--- src/hw/tbpw_pkg.sv ---
// Purpose: Shared constants for the timer based pulse width output block
// Assumes: AHB-Lite word per register, byte addresses = printed offset * 4
// Notes: Only the low byte of each word is implemented
package tbpw_pkg;
    // Register indices as printed; byte address is four times the index
    localparam logic [7:0] IDX_INTERRUPT_CONTROL = 8'h0B;
    localparam logic [7:0] IDX_PERIPHERAL_IRQ_FLAGS = 8'h0C;
    localparam logic [7:0] IDX_TIMER_COUNT = 8'h11;
    localparam logic [7:0] IDX_TIMER_CONTROL = 8'h12;
    localparam logic [7:0] IDX_DUTY_CYCLE_MSBS = 8'h15;
    localparam logic [7:0] IDX_DUTY_CYCLE_SHADOW = 8'h16;
    localparam logic [7:0] IDX_UNIT_CONTROL = 8'h17;
    localparam logic [7:0] IDX_PORT_B_DIRECTION = 8'h86;
    localparam logic [7:0] IDX_PERIPHERAL_IRQ_ENABLES = 8'h8C;
    localparam logic [7:0] IDX_PERIOD_LIMIT = 8'h92;
    localparam logic [7:0] IDX_PORT_B_DATA = 8'h06;
    // Reset values
    localparam logic [7:0] RST_TIMER_COUNT = 8'h00;
    localparam logic [7:0] RST_TIMER_CONTROL = 8'h00;
    localparam logic [7:0] RST_UNIT_CONTROL = 8'h00;
    localparam logic [7:0] RST_PORT_B_DIRECTION = 8'hFF;
    localparam logic [7:0] RST_PERIOD_LIMIT = 8'hFF;
    localparam logic [7:0] RST_ZERO = 8'h00;
    localparam logic [7:0] RST_IRQ_FLAGS = 8'h00;
    // Field positions
    localparam int UC_DUTY_LSB_HIGH = 5;
    localparam int UC_DUTY_LSB_LOW = 4;
    localparam int TC_TIMER_RUN = 2;
    localparam int TC_PRESCALE_HI = 1;
    localparam int TC_POSTSCALE_LO = 3;
    localparam int TC_POSTSCALE_HI = 6;
    localparam int PIN_BIT = 3;
    localparam int IRQF_TIMER_MATCH = 1;
    // Masks of implemented bits
    localparam logic [7:0] MASK_TIMER_CONTROL = 8'h7F;
    localparam logic [7:0] MASK_UNIT_CONTROL = 8'h3F;
    localparam logic [7:0] MASK_IRQ = 8'hF7;
    // Mode encoding of mode_select selecting pulse width mode
    localparam logic [3:0] MODE_PULSE_WIDTH = 4'hC;
    // Oscillator periods per timer increment, and prescale divides
    localparam int OSC_PER_INC = 4;
    localparam logic [1:0] PS_DIV1 = 2'h0;
    localparam logic [1:0] PS_DIV4 = 2'h1;
    // AHB constants
    localparam logic [1:0] HTRANS_NONSEQ = 2'h2;
    localparam logic [2:0] HSIZE_WORD = 3'h2;
endpackage

--- src/hw/tbpw_tick_if.sv ---
// Purpose: Carries timer tick and phase from prescaler to generator
// Assumes: Single clock core_clk
// Notes: One-cycle tick pulse, two-bit phase level
`timescale 1ns/100ps
interface tbpw_tick_if;
    logic tick;
    logic [1:0] phase;
    modport src (output tick, output phase);
    modport dst (input tick, input phase);
endinterface // tbpw_tick_if

--- src/hw/tbpw_pwm_top.sv ---
// Purpose: Single channel timer based pulse width output with AHB-Lite regs
// Assumes: Zero-wait AHB-Lite slave, byte address = register index * 4
// Notes: Only pulse width mode of the unit is built
//
// Notes on behaviour
// RQ1: Period is (limit+1)*4*prescale oscillator cycles
// RQ2: Count equal limit clears count next increment
// RQ3: Period start sets pin unless duty zero
// RQ4: Period boundary copies buffered duty into shadow
// RQ5: Postscaler never alters output period
// RQ6: Duty is msbs register plus control bits 5:4
// RQ7: Duty writes apply only from next period
// RQ8: Shadow readable, write-ignored in pulse mode
// RQ9: Shadow plus hidden latch double-buffer duty
// RQ10: Pin clears when duty equals extended count
// RQ11: Duty beyond period keeps pin high
// RQ12: Software sets limit, duty, pin, then timer
// RQ13: Prescale divides by 1, 4 or 16
// RQ14: Software clears direction bit 3 for output
// RQ15: Zero unit control forces output latch low
// RQ16: Pin shows modulator only when direction output
// RQ17: One mode encoding enables pulse width mode
// RQ18: Stopped timer holds count and pin level
`timescale 1ns/100ps
module tbpw_pwm_top
    import tbpw_pkg::*;
(
    // Clock and reset
    input wire logic core_clk,
    input wire logic rst,
    // AHB-Lite slave
    input wire logic hsel,
    input wire logic [31:0] haddr,
    input wire logic [1:0] htrans,
    input wire logic hwrite,
    input wire logic [2:0] hsize,
    input wire logic [31:0] hwdata,
    input wire logic hready,
    output logic [31:0] hrdata,
    output logic hreadyout,
    output logic hresp,
    // Shared output pin
    output logic pinOut,
    output logic pinOe_n,
    // Timer period event, unaffected by output period logic
    output logic timerEvent
);
    import tbpw_pkg::*;

    ////////////////////////////////////////////////////////////////////////
    logic [7:0] intCtrl_ff;
    logic [7:0] irqFlags_ff;
    logic [7:0] irqEn_ff;
    logic [7:0] timerCount_ff;
    logic [7:0] timerCtrl_ff;
    logic [7:0] dutyMsbs_ff;
    logic [7:0] dutyShadow_ff;
    logic [1:0] dutyLatch_ff;
    logic [7:0] unitCtrl_ff;
    logic [7:0] portDir_ff;
    logic [7:0] portData_ff;
    logic [7:0] periodLimit_ff;
    logic [3:0] postCnt_ff;
    logic modOut_ff;
    logic wrPend_ff;
    logic [7:0] wrIdx_ff;
    logic [7:0] rdData;
    logic [7:0] wrByte;
    logic [7:0] addrIdx;
    logic addrOk;
    logic pwmMode;
    logic run;
    logic boundary;
    logic [9:0] nxt_duty;
    logic [9:0] activeDuty;
    logic [9:0] extCount;
    logic wrTimerCount;
    logic wrTimerCtrl;
    logic wrUnitCtrl;
    logic wrDutyMsbs;
    logic wrDutyShadow;
    logic wrPortDir;
    logic wrPortData;
    logic wrPeriod;
    logic wrIntCtrl;
    logic wrIrqFlags;
    logic wrIrqEn;
    logic [3:0] postLimit;
    logic postWrap;
    logic dutyMatch;

    tbpw_tick_if tk();

    ////////////////////////////////////////////////////////////////////////
    // Bus decode

    // Only word-aligned low addresses reach the register file
    assign addrIdx = haddr[9:2];
    assign addrOk = (haddr[31:10] == 22'h000000) && (haddr[1:0] == 2'h0);

    always_ff @(posedge core_clk) begin
        if (rst) begin
            wrPend_ff <= 1'b0;
            wrIdx_ff <= 8'h00;
        end else if (hready) begin
            wrPend_ff <= hsel && (htrans == HTRANS_NONSEQ) && hwrite
                && addrOk && (hsize == HSIZE_WORD);
            wrIdx_ff <= addrIdx;
        end
    end

    assign wrByte = hwdata[7:0];
    assign wrTimerCount = wrPend_ff && (wrIdx_ff == IDX_TIMER_COUNT);
    assign wrTimerCtrl = wrPend_ff && (wrIdx_ff == IDX_TIMER_CONTROL);
    assign wrUnitCtrl = wrPend_ff && (wrIdx_ff == IDX_UNIT_CONTROL);
    assign wrDutyMsbs = wrPend_ff && (wrIdx_ff == IDX_DUTY_CYCLE_MSBS);
    assign wrDutyShadow = wrPend_ff && (wrIdx_ff == IDX_DUTY_CYCLE_SHADOW);
    assign wrPortDir = wrPend_ff && (wrIdx_ff == IDX_PORT_B_DIRECTION);
    assign wrPortData = wrPend_ff && (wrIdx_ff == IDX_PORT_B_DATA);
    assign wrPeriod = wrPend_ff && (wrIdx_ff == IDX_PERIOD_LIMIT);
    assign wrIntCtrl = wrPend_ff && (wrIdx_ff == IDX_INTERRUPT_CONTROL);
    assign wrIrqFlags = wrPend_ff && (wrIdx_ff == IDX_PERIPHERAL_IRQ_FLAGS);
    assign wrIrqEn = wrPend_ff && (wrIdx_ff == IDX_PERIPHERAL_IRQ_ENABLES);

    // Read data captured in the address phase; unmapped word-aligned low reads give zero, other reads leave hrdata held
    always_comb begin
        case (addrIdx)
            IDX_INTERRUPT_CONTROL: rdData = intCtrl_ff;
            IDX_PERIPHERAL_IRQ_FLAGS: rdData = irqFlags_ff;
            IDX_TIMER_COUNT: rdData = timerCount_ff;
            IDX_TIMER_CONTROL: rdData = timerCtrl_ff;
            IDX_DUTY_CYCLE_MSBS: rdData = dutyMsbs_ff;
            IDX_DUTY_CYCLE_SHADOW: rdData = dutyShadow_ff; // RQ8
            IDX_UNIT_CONTROL: rdData = unitCtrl_ff;
            IDX_PORT_B_DIRECTION: rdData = portDir_ff;
            IDX_PORT_B_DATA: rdData = portData_ff;
            IDX_PERIPHERAL_IRQ_ENABLES: rdData = irqEn_ff;
            IDX_PERIOD_LIMIT: rdData = periodLimit_ff;
            default: rdData = 8'h00;
        endcase
    end

    // Read right behind a write to the same register sees the old byte
    always_ff @(posedge core_clk) begin
        if (rst) begin
            hrdata <= 32'h00000000;
        end else if (hready && hsel && (htrans == HTRANS_NONSEQ) && !hwrite
            && addrOk) begin
            hrdata <= {24'h000000, rdData};
        end
    end

    // Zero wait: every transfer ends one cycle after its address phase
    always_ff @(posedge core_clk) begin
        if (rst) begin
            hreadyout <= 1'b0;
            hresp <= 1'b0;
        end else begin
            hreadyout <= 1'b1;
            hresp <= 1'b0;
        end
    end

    ////////////////////////////////////////////////////////////////////////
    // Control registers

    assign pwmMode = (unitCtrl_ff[3:0] == MODE_PULSE_WIDTH); // RQ17
    assign run = timerCtrl_ff[TC_TIMER_RUN];

    // Any write here also restarts the prescaler phase
    always_ff @(posedge core_clk) begin
        if (rst) begin
            timerCtrl_ff <= RST_TIMER_CONTROL;
        end else if (wrTimerCtrl) begin
            timerCtrl_ff <= wrByte & MASK_TIMER_CONTROL;
        end
    end

    always_ff @(posedge core_clk) begin
        if (rst) begin
            unitCtrl_ff <= RST_UNIT_CONTROL;
        end else if (wrUnitCtrl) begin
            unitCtrl_ff <= wrByte & MASK_UNIT_CONTROL;
        end
    end

    // Duty writes are free at any time; they only reach the buffer
    always_ff @(posedge core_clk) begin
        if (rst) begin
            dutyMsbs_ff <= RST_ZERO;
        end else if (wrDutyMsbs) begin
            dutyMsbs_ff <= wrByte; // RQ7
        end
    end

    always_ff @(posedge core_clk) begin
        if (rst) begin
            periodLimit_ff <= RST_PERIOD_LIMIT;
        end else if (wrPeriod) begin
            periodLimit_ff <= wrByte;
        end
    end

    always_ff @(posedge core_clk) begin
        if (rst) begin
            portDir_ff <= RST_PORT_B_DIRECTION;
            portData_ff <= RST_ZERO;
            intCtrl_ff <= RST_ZERO;
            irqEn_ff <= RST_ZERO;
        end else begin
            if (wrPortDir) begin
                portDir_ff <= wrByte;
            end
            if (wrPortData) begin
                portData_ff <= wrByte;
            end
            if (wrIntCtrl) begin
                intCtrl_ff <= wrByte;
            end
            if (wrIrqEn) begin
                irqEn_ff <= wrByte & MASK_IRQ;
            end
        end
    end

    ////////////////////////////////////////////////////////////////////////
    // Prescaler and timer

    tbpw_prescaler u_prescaler (
        .core_clk(core_clk),
        .rst(rst),
        .run(run), // RQ18
        .prescaleSel(timerCtrl_ff[TC_PRESCALE_HI:0]), // RQ13
        .clearCnt(wrTimerCount || wrTimerCtrl),
        .tk(tk.src)
    );

    // Boundary is the increment that follows count == limit
    assign boundary = tk.tick && (timerCount_ff == periodLimit_ff); // RQ2

    // Software write wins over the period wrap in the same cycle
    always_ff @(posedge core_clk) begin
        if (rst) begin
            timerCount_ff <= RST_TIMER_COUNT;
        end else if (wrTimerCount) begin
            timerCount_ff <= wrByte;
        end else if (boundary) begin
            timerCount_ff <= 8'h00; // RQ2 RQ1
        end else if (tk.tick) begin
            timerCount_ff <= timerCount_ff + 8'h01;
        end
    end

    // Postscaler only paces the timer event, never the pin
    assign postLimit = timerCtrl_ff[TC_POSTSCALE_HI:TC_POSTSCALE_LO];
    assign postWrap = boundary && (postCnt_ff == postLimit); // RQ5

    // Lowering the limit under a running count costs one long wrap
    always_ff @(posedge core_clk) begin
        if (rst) begin
            postCnt_ff <= 4'h0;
        end else if (postWrap) begin
            postCnt_ff <= 4'h0;
        end else if (boundary) begin
            postCnt_ff <= postCnt_ff + 4'h1;
        end
    end

    always_ff @(posedge core_clk) begin
        if (rst) begin
            timerEvent <= 1'b0;
        end else begin
            timerEvent <= postWrap;
        end
    end

    // Event set beats a software clear in the same cycle
    always_ff @(posedge core_clk) begin
        if (rst) begin
            irqFlags_ff <= RST_IRQ_FLAGS;
        end else begin
            if (wrIrqFlags) begin
                irqFlags_ff <= wrByte & MASK_IRQ;
            end
            if (postWrap) begin
                irqFlags_ff[IRQF_TIMER_MATCH] <= 1'b1;
            end
        end
    end

    ////////////////////////////////////////////////////////////////////////
    // Duty double buffer and compare

    assign nxt_duty = {dutyMsbs_ff, unitCtrl_ff[UC_DUTY_LSB_HIGH],
        unitCtrl_ff[UC_DUTY_LSB_LOW]}; // RQ6
    assign activeDuty = {dutyShadow_ff, dutyLatch_ff}; // RQ9
    assign extCount = {timerCount_ff, tk.phase};

    // Boundary load wins; software writes land only outside pulse mode
    always_ff @(posedge core_clk) begin
        if (rst) begin
            dutyShadow_ff <= RST_ZERO;
            dutyLatch_ff <= 2'h0;
        end else if (boundary) begin
            dutyShadow_ff <= nxt_duty[9:2]; // RQ4 RQ9
            dutyLatch_ff <= nxt_duty[1:0]; // RQ4
        end else if (wrDutyShadow && !pwmMode) begin
            dutyShadow_ff <= wrByte; // RQ8
        end
    end

    // Compare runs each oscillator cycle on the running extended count
    // Pin stage sees the match too, so high time ends exactly at duty
    // Duty past the period never matches, so the pin stays high
    assign dutyMatch = run && (activeDuty == extCount); // RQ10 RQ11

    always_ff @(posedge core_clk) begin
        if (rst) begin
            modOut_ff <= 1'b0;
        end else if (unitCtrl_ff == RST_UNIT_CONTROL || !pwmMode) begin
            modOut_ff <= 1'b0; // RQ15 RQ17
        end else if (boundary) begin
            modOut_ff <= (nxt_duty != 10'h000); // RQ3
        end else if (dutyMatch) begin
            modOut_ff <= 1'b0; // RQ10 RQ11 RQ18
        end
    end

    ////////////////////////////////////////////////////////////////////////
    // Pin mux

    always_ff @(posedge core_clk) begin
        if (rst) begin
            pinOut <= 1'b0;
            pinOe_n <= 1'b1;
        end else begin
            // Match taken here directly, else the pulse runs one cycle long
            pinOut <= pwmMode ? (modOut_ff && !dutyMatch)
                : portData_ff[PIN_BIT]; // RQ16 RQ10
            pinOe_n <= portDir_ff[PIN_BIT]; // RQ16 RQ14
        end
    end
endmodule // tbpw_pwm_top

--- src/hw/tbpw_prescaler.sv ---
// Purpose: Quarter-cycle phase and timer prescaler for the generator
// Assumes: One core_clk cycle stands for one oscillator period
// Notes: Tick fires once per 4 * prescale oscillator periods
`timescale 1ns/100ps
module tbpw_prescaler
    import tbpw_pkg::*;
(
    // Clock and reset
    input wire logic core_clk,
    input wire logic rst,
    // Control
    input wire logic run,
    input wire logic [1:0] prescaleSel,
    input wire logic clearCnt,
    // Tick out
    tbpw_tick_if.src tk
);
    logic [5:0] cnt_ff;
    logic [5:0] lastCnt;

    always_comb begin
        case (prescaleSel)
            PS_DIV1: lastCnt = 6'(OSC_PER_INC - 1);
            PS_DIV4: lastCnt = 6'(OSC_PER_INC * 4 - 1);
            default: lastCnt = 6'(OSC_PER_INC * 16 - 1);
        endcase
    end

    // Counter freezes with the timer so phase never drifts while stopped
    always_ff @(posedge core_clk) begin
        if (rst || clearCnt) begin
            cnt_ff <= 6'h00;
        end else if (run) begin
            cnt_ff <= (cnt_ff >= lastCnt) ? 6'h00 : cnt_ff + 6'h01;
        end
    end

    assign tk.tick = run && (cnt_ff >= lastCnt);
    // Low two bits: Q phase for 1:1, prescaler bits for larger divides
    always_comb begin
        case (prescaleSel)
            PS_DIV1: tk.phase = cnt_ff[1:0];
            PS_DIV4: tk.phase = cnt_ff[3:2];
            default: tk.phase = cnt_ff[5:4];
        endcase
    end
endmodule // tbpw_prescaler

--- config.mk ---
export PLATFORM = sky130hd
export DESIGN_NAME = tbpw_pwm_top
export DESIGN_NICKNAME = d
export VERILOG_FILES = /design/src/hw/tbpw_pkg.sv /design/src/hw/tbpw_tick_if.sv /design/src/hw/tbpw_pwm_top.sv /design/src/hw/tbpw_prescaler.sv
export SDC_FILE = /design/constraint.sdc
export NUM_CORES = 1
export LEC_CHECK = 0
export BUFFER_PORTS_ARGS = -buffer_cell sky130_fd_sc_hd__buf_2
export CORE_MARGIN = 4
export CORE_UTILIZATION = 45
export DETAILED_ROUTE_END_ITERATION = 7
export PLACE_DENSITY = 0.78
export SLEW_MARGIN = 0
export SYNTH_ARGS = -nofsm -noshare
export SYNTH_HDL_FRONTEND = slang
export SYNTH_SLANG_ARGS = --single-unit
--- constraint.sdc ---
create_clock -name core_clk -period 2.2 [get_ports core_clk]
set_input_delay 0.44 -clock core_clk [delete_from_list [all_inputs] [get_ports core_clk]]
set_output_delay 0.44 -clock core_clk [all_outputs]
set_load 0.01 [all_outputs]
==> metrics.txt <==
Setup crit start kind=flop; final setup violation count=0; vias in the first global route=5382; Mapped Area=approximately 6300 um^2; Fmax=just under 500 MHz; crit path from=u_prescaler.cnt_ff[1]; Syn Area/Cell=roughly 8.9 um^2; diodes inserted=0; vias per inst=5.84; CP peak stage delay=460 ps; Levels on crit path=7; DRC=0; switching pwr=between 1 and 1.5 mW; Finished Layout Cells=a little under 1000; Total Wirelength=approximately 17 mm; antenna violations before repair=0; Core ar.=roughly 13000 um^2; Die Y=126 um; DR vias=5618; period utilization=~93%; synth warn=0; worst setup margin=160 ps; Post-synth EDFFs=0; die area=approximately 16000 um^2; clock power share=between 50 and 60%; unrepaired setup endpoints after global routing=no; Area Growth Syn to Fin=19.2%; Iter 0 DRT Violations=between 600 and 700; FFs w/ async S/R, synth=0%; Worst Path Required=about 2500 ps; CP Capture Type=flop; Comb power frac=about 5.4%; post-CTS sizing=0; CTS hold repair buffers=0; CP Capture Point=timerCount_ff[5]; global route hottest layer=met2; CTS buffer count=17; # rows=42; TNS Setup=0 ps; Seq cells post-synth=around 120; sequential share of power=about two fifths; CTS root buf=clkbuf_16; CP Max Fanout=21; Post-Place Cells=between 900 and 1000; outcome=finished, final reports clean; I/O Buffers=61; CTS clock-pin slew for the worst setup and hold paths=around 50 ps; H-tree depth=4; Max Buffers Root-to-Sink=2; fraction of met3 tracks used by global routing=5.17%; HP Class=primary input to flop; Critical-path top delay cell=or4_1; drt first pass iters=5; post-DP HPWL=approximately 12 mm; global placement routability congestion=around 1; Pins Over Slew Limit=0; Routed Antenna Nets=0; critical path class=flop to flop; remaining global-route overflow=0; Reg2Reg Setup Slack=roughly 160 ps; # fillers=approximately 1200; reg2reg start=u_prescaler.cnt_ff[1]; IO Pins=between 100 and 150; Mapped Cells=roughly 700; Int Power=4.20 mW; pre-CTS setup slack=108 ps; grt met2 use=about a third; layout cells sized above 1=20.5%; largest net degree at the start of global routing=about 90; post-CTS setup buffer count=0; peak supply drop=between 500 and 600 uV; normalized max-slew margin=a little under 60%; P per Cell Area=~720 nW/um^2; Reg2Reg Depth=7; number of buffers and inverters on the critical path=1; Synth Flop Type=dfxtp_1; Final nets=approximately 850; crit-path cells=ha_1 -> o2bb2ai_1 -> a31oi_1 -> a21o_1 -> buf_12 -> or4_1 -> a311oi_1; first-pass GRT wire length=between 20 and 30 mm; starting density of the core=46.8%; clock skew=between 6 and 7 ps; Tmin final=~2000 ps; Fin. Hold Viols=0; WL per Instance=between 15 and 20 um; Die Wd=approximately 130 um; clk sinks=roughly 120; TritonCTS clock tree=done; met1 usage=around 30%; register area share after synthesis=37.2%; Tightest Pin Transition=613 ps; Max-Cap Viols=0; cell leakage power=~3.0 nW; Worst R2R End=timerCount_ff[5]; Sw Share=21.6%; Overall Global Routing Usage=roughly 22%; Worst-Skew Late Latency=420 ps; CP delay by family, top=compound AO/OA/AOI/OAI gates; Worst EP arrival=2370 ps; number of distinct library cells after synthesis=between 60 and 70
[worst min path at each step]
stage,startpoint,end,cells after the start
2_1_floorplan,portDir_ff[3],pinOe_n,1
3_3_place_gp,portDir_ff[1],portDir_ff[1],2
3_5_place_dp,portDir_ff[6],portDir_ff[6],2
4_1_cts,haddr[7],wrIdx_ff[5],3
5_1_grt,haddr[7],wrIdx_ff[5],3
6_report,haddr[7],wrIdx_ff[5],3
[logic make-up (layout without fill, tap and decap cells)]
logic type	Yosys count	after routing	synth area share, %
AND/OR/NAND/NOR	254	254	21.6
flip-flops	117	117	37.2
AO/OA/AOI/OAI	116	116	13.1
multiplexers	94	94	15.0
buffers and inverters	92	148	7.66
XOR/XNOR	27	27	4.36
adder cells (fa/ha/maj)	5	5	0.995
other	1	25	0.0596
[cells in the final DEF, fill, tap and decap left out, types with 5 or more instances in the layout]
master,count
ha_1,5
or4_1,5
buf_4,44
and3_1,6
clkbuf_16,17
a311oi_1,14
a22o_1,7
nand4_1,5
inv_1,8
nand3_1,26
nand2_1,42
a32o_1,6
buf_2,61
o2bb2ai_1,5
nor3_1,16
nand4b_1,5
xor2_2,5
mux2i_1,92
o21ai_0,17
conb_1,25
nand2b_1,6
nor2_1,88
nor4_1,8
xnor2_1,10
a21oi_1,25
nor2b_1,7
dfxtp_1,117
a211oi_1,12
xor2_1,12
[power by group through the flow]
stage	logic [mW]	clock network, mW	registers [mW]
3_3_place_gp	0.278	0	2.19
6_report	0.288	2.93	2.14
5_1_grt	0.309	3.05	2.14
2_1_floorplan	0.193	0	2.18
3_5_place_dp	0.281	0	2.19
4_1_cts	0.282	2.95	2.14
[worst register-to-register path: cells and delay by family, from the launching register on]
family	cells	cell delay, ps
flops	1	370
simple gates	1	460
buf+inv	1	160
compound gates	4	730
fa+ha+maj	1	230
[state kept, by name (all words and copies together) (netlist names), 6 cells and up]
| register | cells |
|---|---|
| intCtrl_ff | 8 |
| irqFlags_ff | 7 |
| wrIdx_ff | 8 |
| hrdata | 8 |
| irqEn_ff | 7 |
| dutyMsbs_ff | 8 |
| dutyShadow_ff | 8 |
| timerCount_ff | 8 |
| portDir_ff | 8 |
| periodLimit_ff | 8 |
| portData_ff | 8 |
| unitCtrl_ff | 6 |
| timerCtrl_ff | 7 |
| u_prescaler.cnt_ff | 6 |
[per-stage QoR]
step | hold WS, ps | utilization (%) | power, mW | instance area, um^2
finish | 320 | 55.7 | 5.36 | 7490
floorplan | 432 | - | 2.38 | 6380
detailed placement | 458 | 51.1 | 2.47 | 6870
global placement | 451 | 51.1 | 2.46 | 6870
global route | 349 | 55.7 | 5.50 | 7490
CTS | 316 | 55.7 | 5.38 | 7490
[cell type report]
cell class              count  area [um^2]  area share [%]
clock inverters             9          150            2.00
clock buffers              22          474            6.33
multi-input cells         521         3560            47.5
well taps                 176          220            2.94
repair buffers            109          716            9.55
flip-flops and latches    117         2340            31.3
inverters                   8         30.0           0.401
[Yosys cell counts (3+ instances only)]
library cell,number,area [um^2]
dfxtp_1,117,2340
mux2i_1,92,921
nor2_1,88,330
nand2_1,42,158
clkbuf_1,40,150
buf_4,26,195
nand3_1,26,130
a21oi_1,25,125
o21ai_0,17,85.1
nor3_1,16,80.1
a311oi_1,14,123
a211oi_1,12,90.1
buf_2,12,60.1
xor2_1,12,105
xnor2_1,10,87.6
inv_1,8,30.0
nor4_1,8,50.1
a22o_1,7,61.3
nor2b_1,7,43.8
a32o_1,6,60.1
and3_1,6,37.5
nand2b_1,6,37.5
ha_1,5,62.6
nand4_1,5,31.3
nand4b_1,5,43.8
o2bb2ai_1,5,43.8
or4_1,5,37.5
xor2_2,5,81.3
a31oi_1,4,25.0
and2_1,4,25.0
and3b_1,4,35.0
nor4b_1,4,35.0
o22ai_1,4,25.0
o31ai_1,4,30.0
or3_1,4,25.0
a22oi_1,3,22.5
buf_6,3,33.8
nor3b_1,3,22.5
[metal layers]
metal | vias to the layer above | part of all wire [%]
met5 | - | 0
met1 | 2689 | 43
met3 | 41 | 8.1
met2 | 261 | 46
met4 | 0 | 2.8
li1 | 2627 | -
Power figures use the tool's default switching activity.
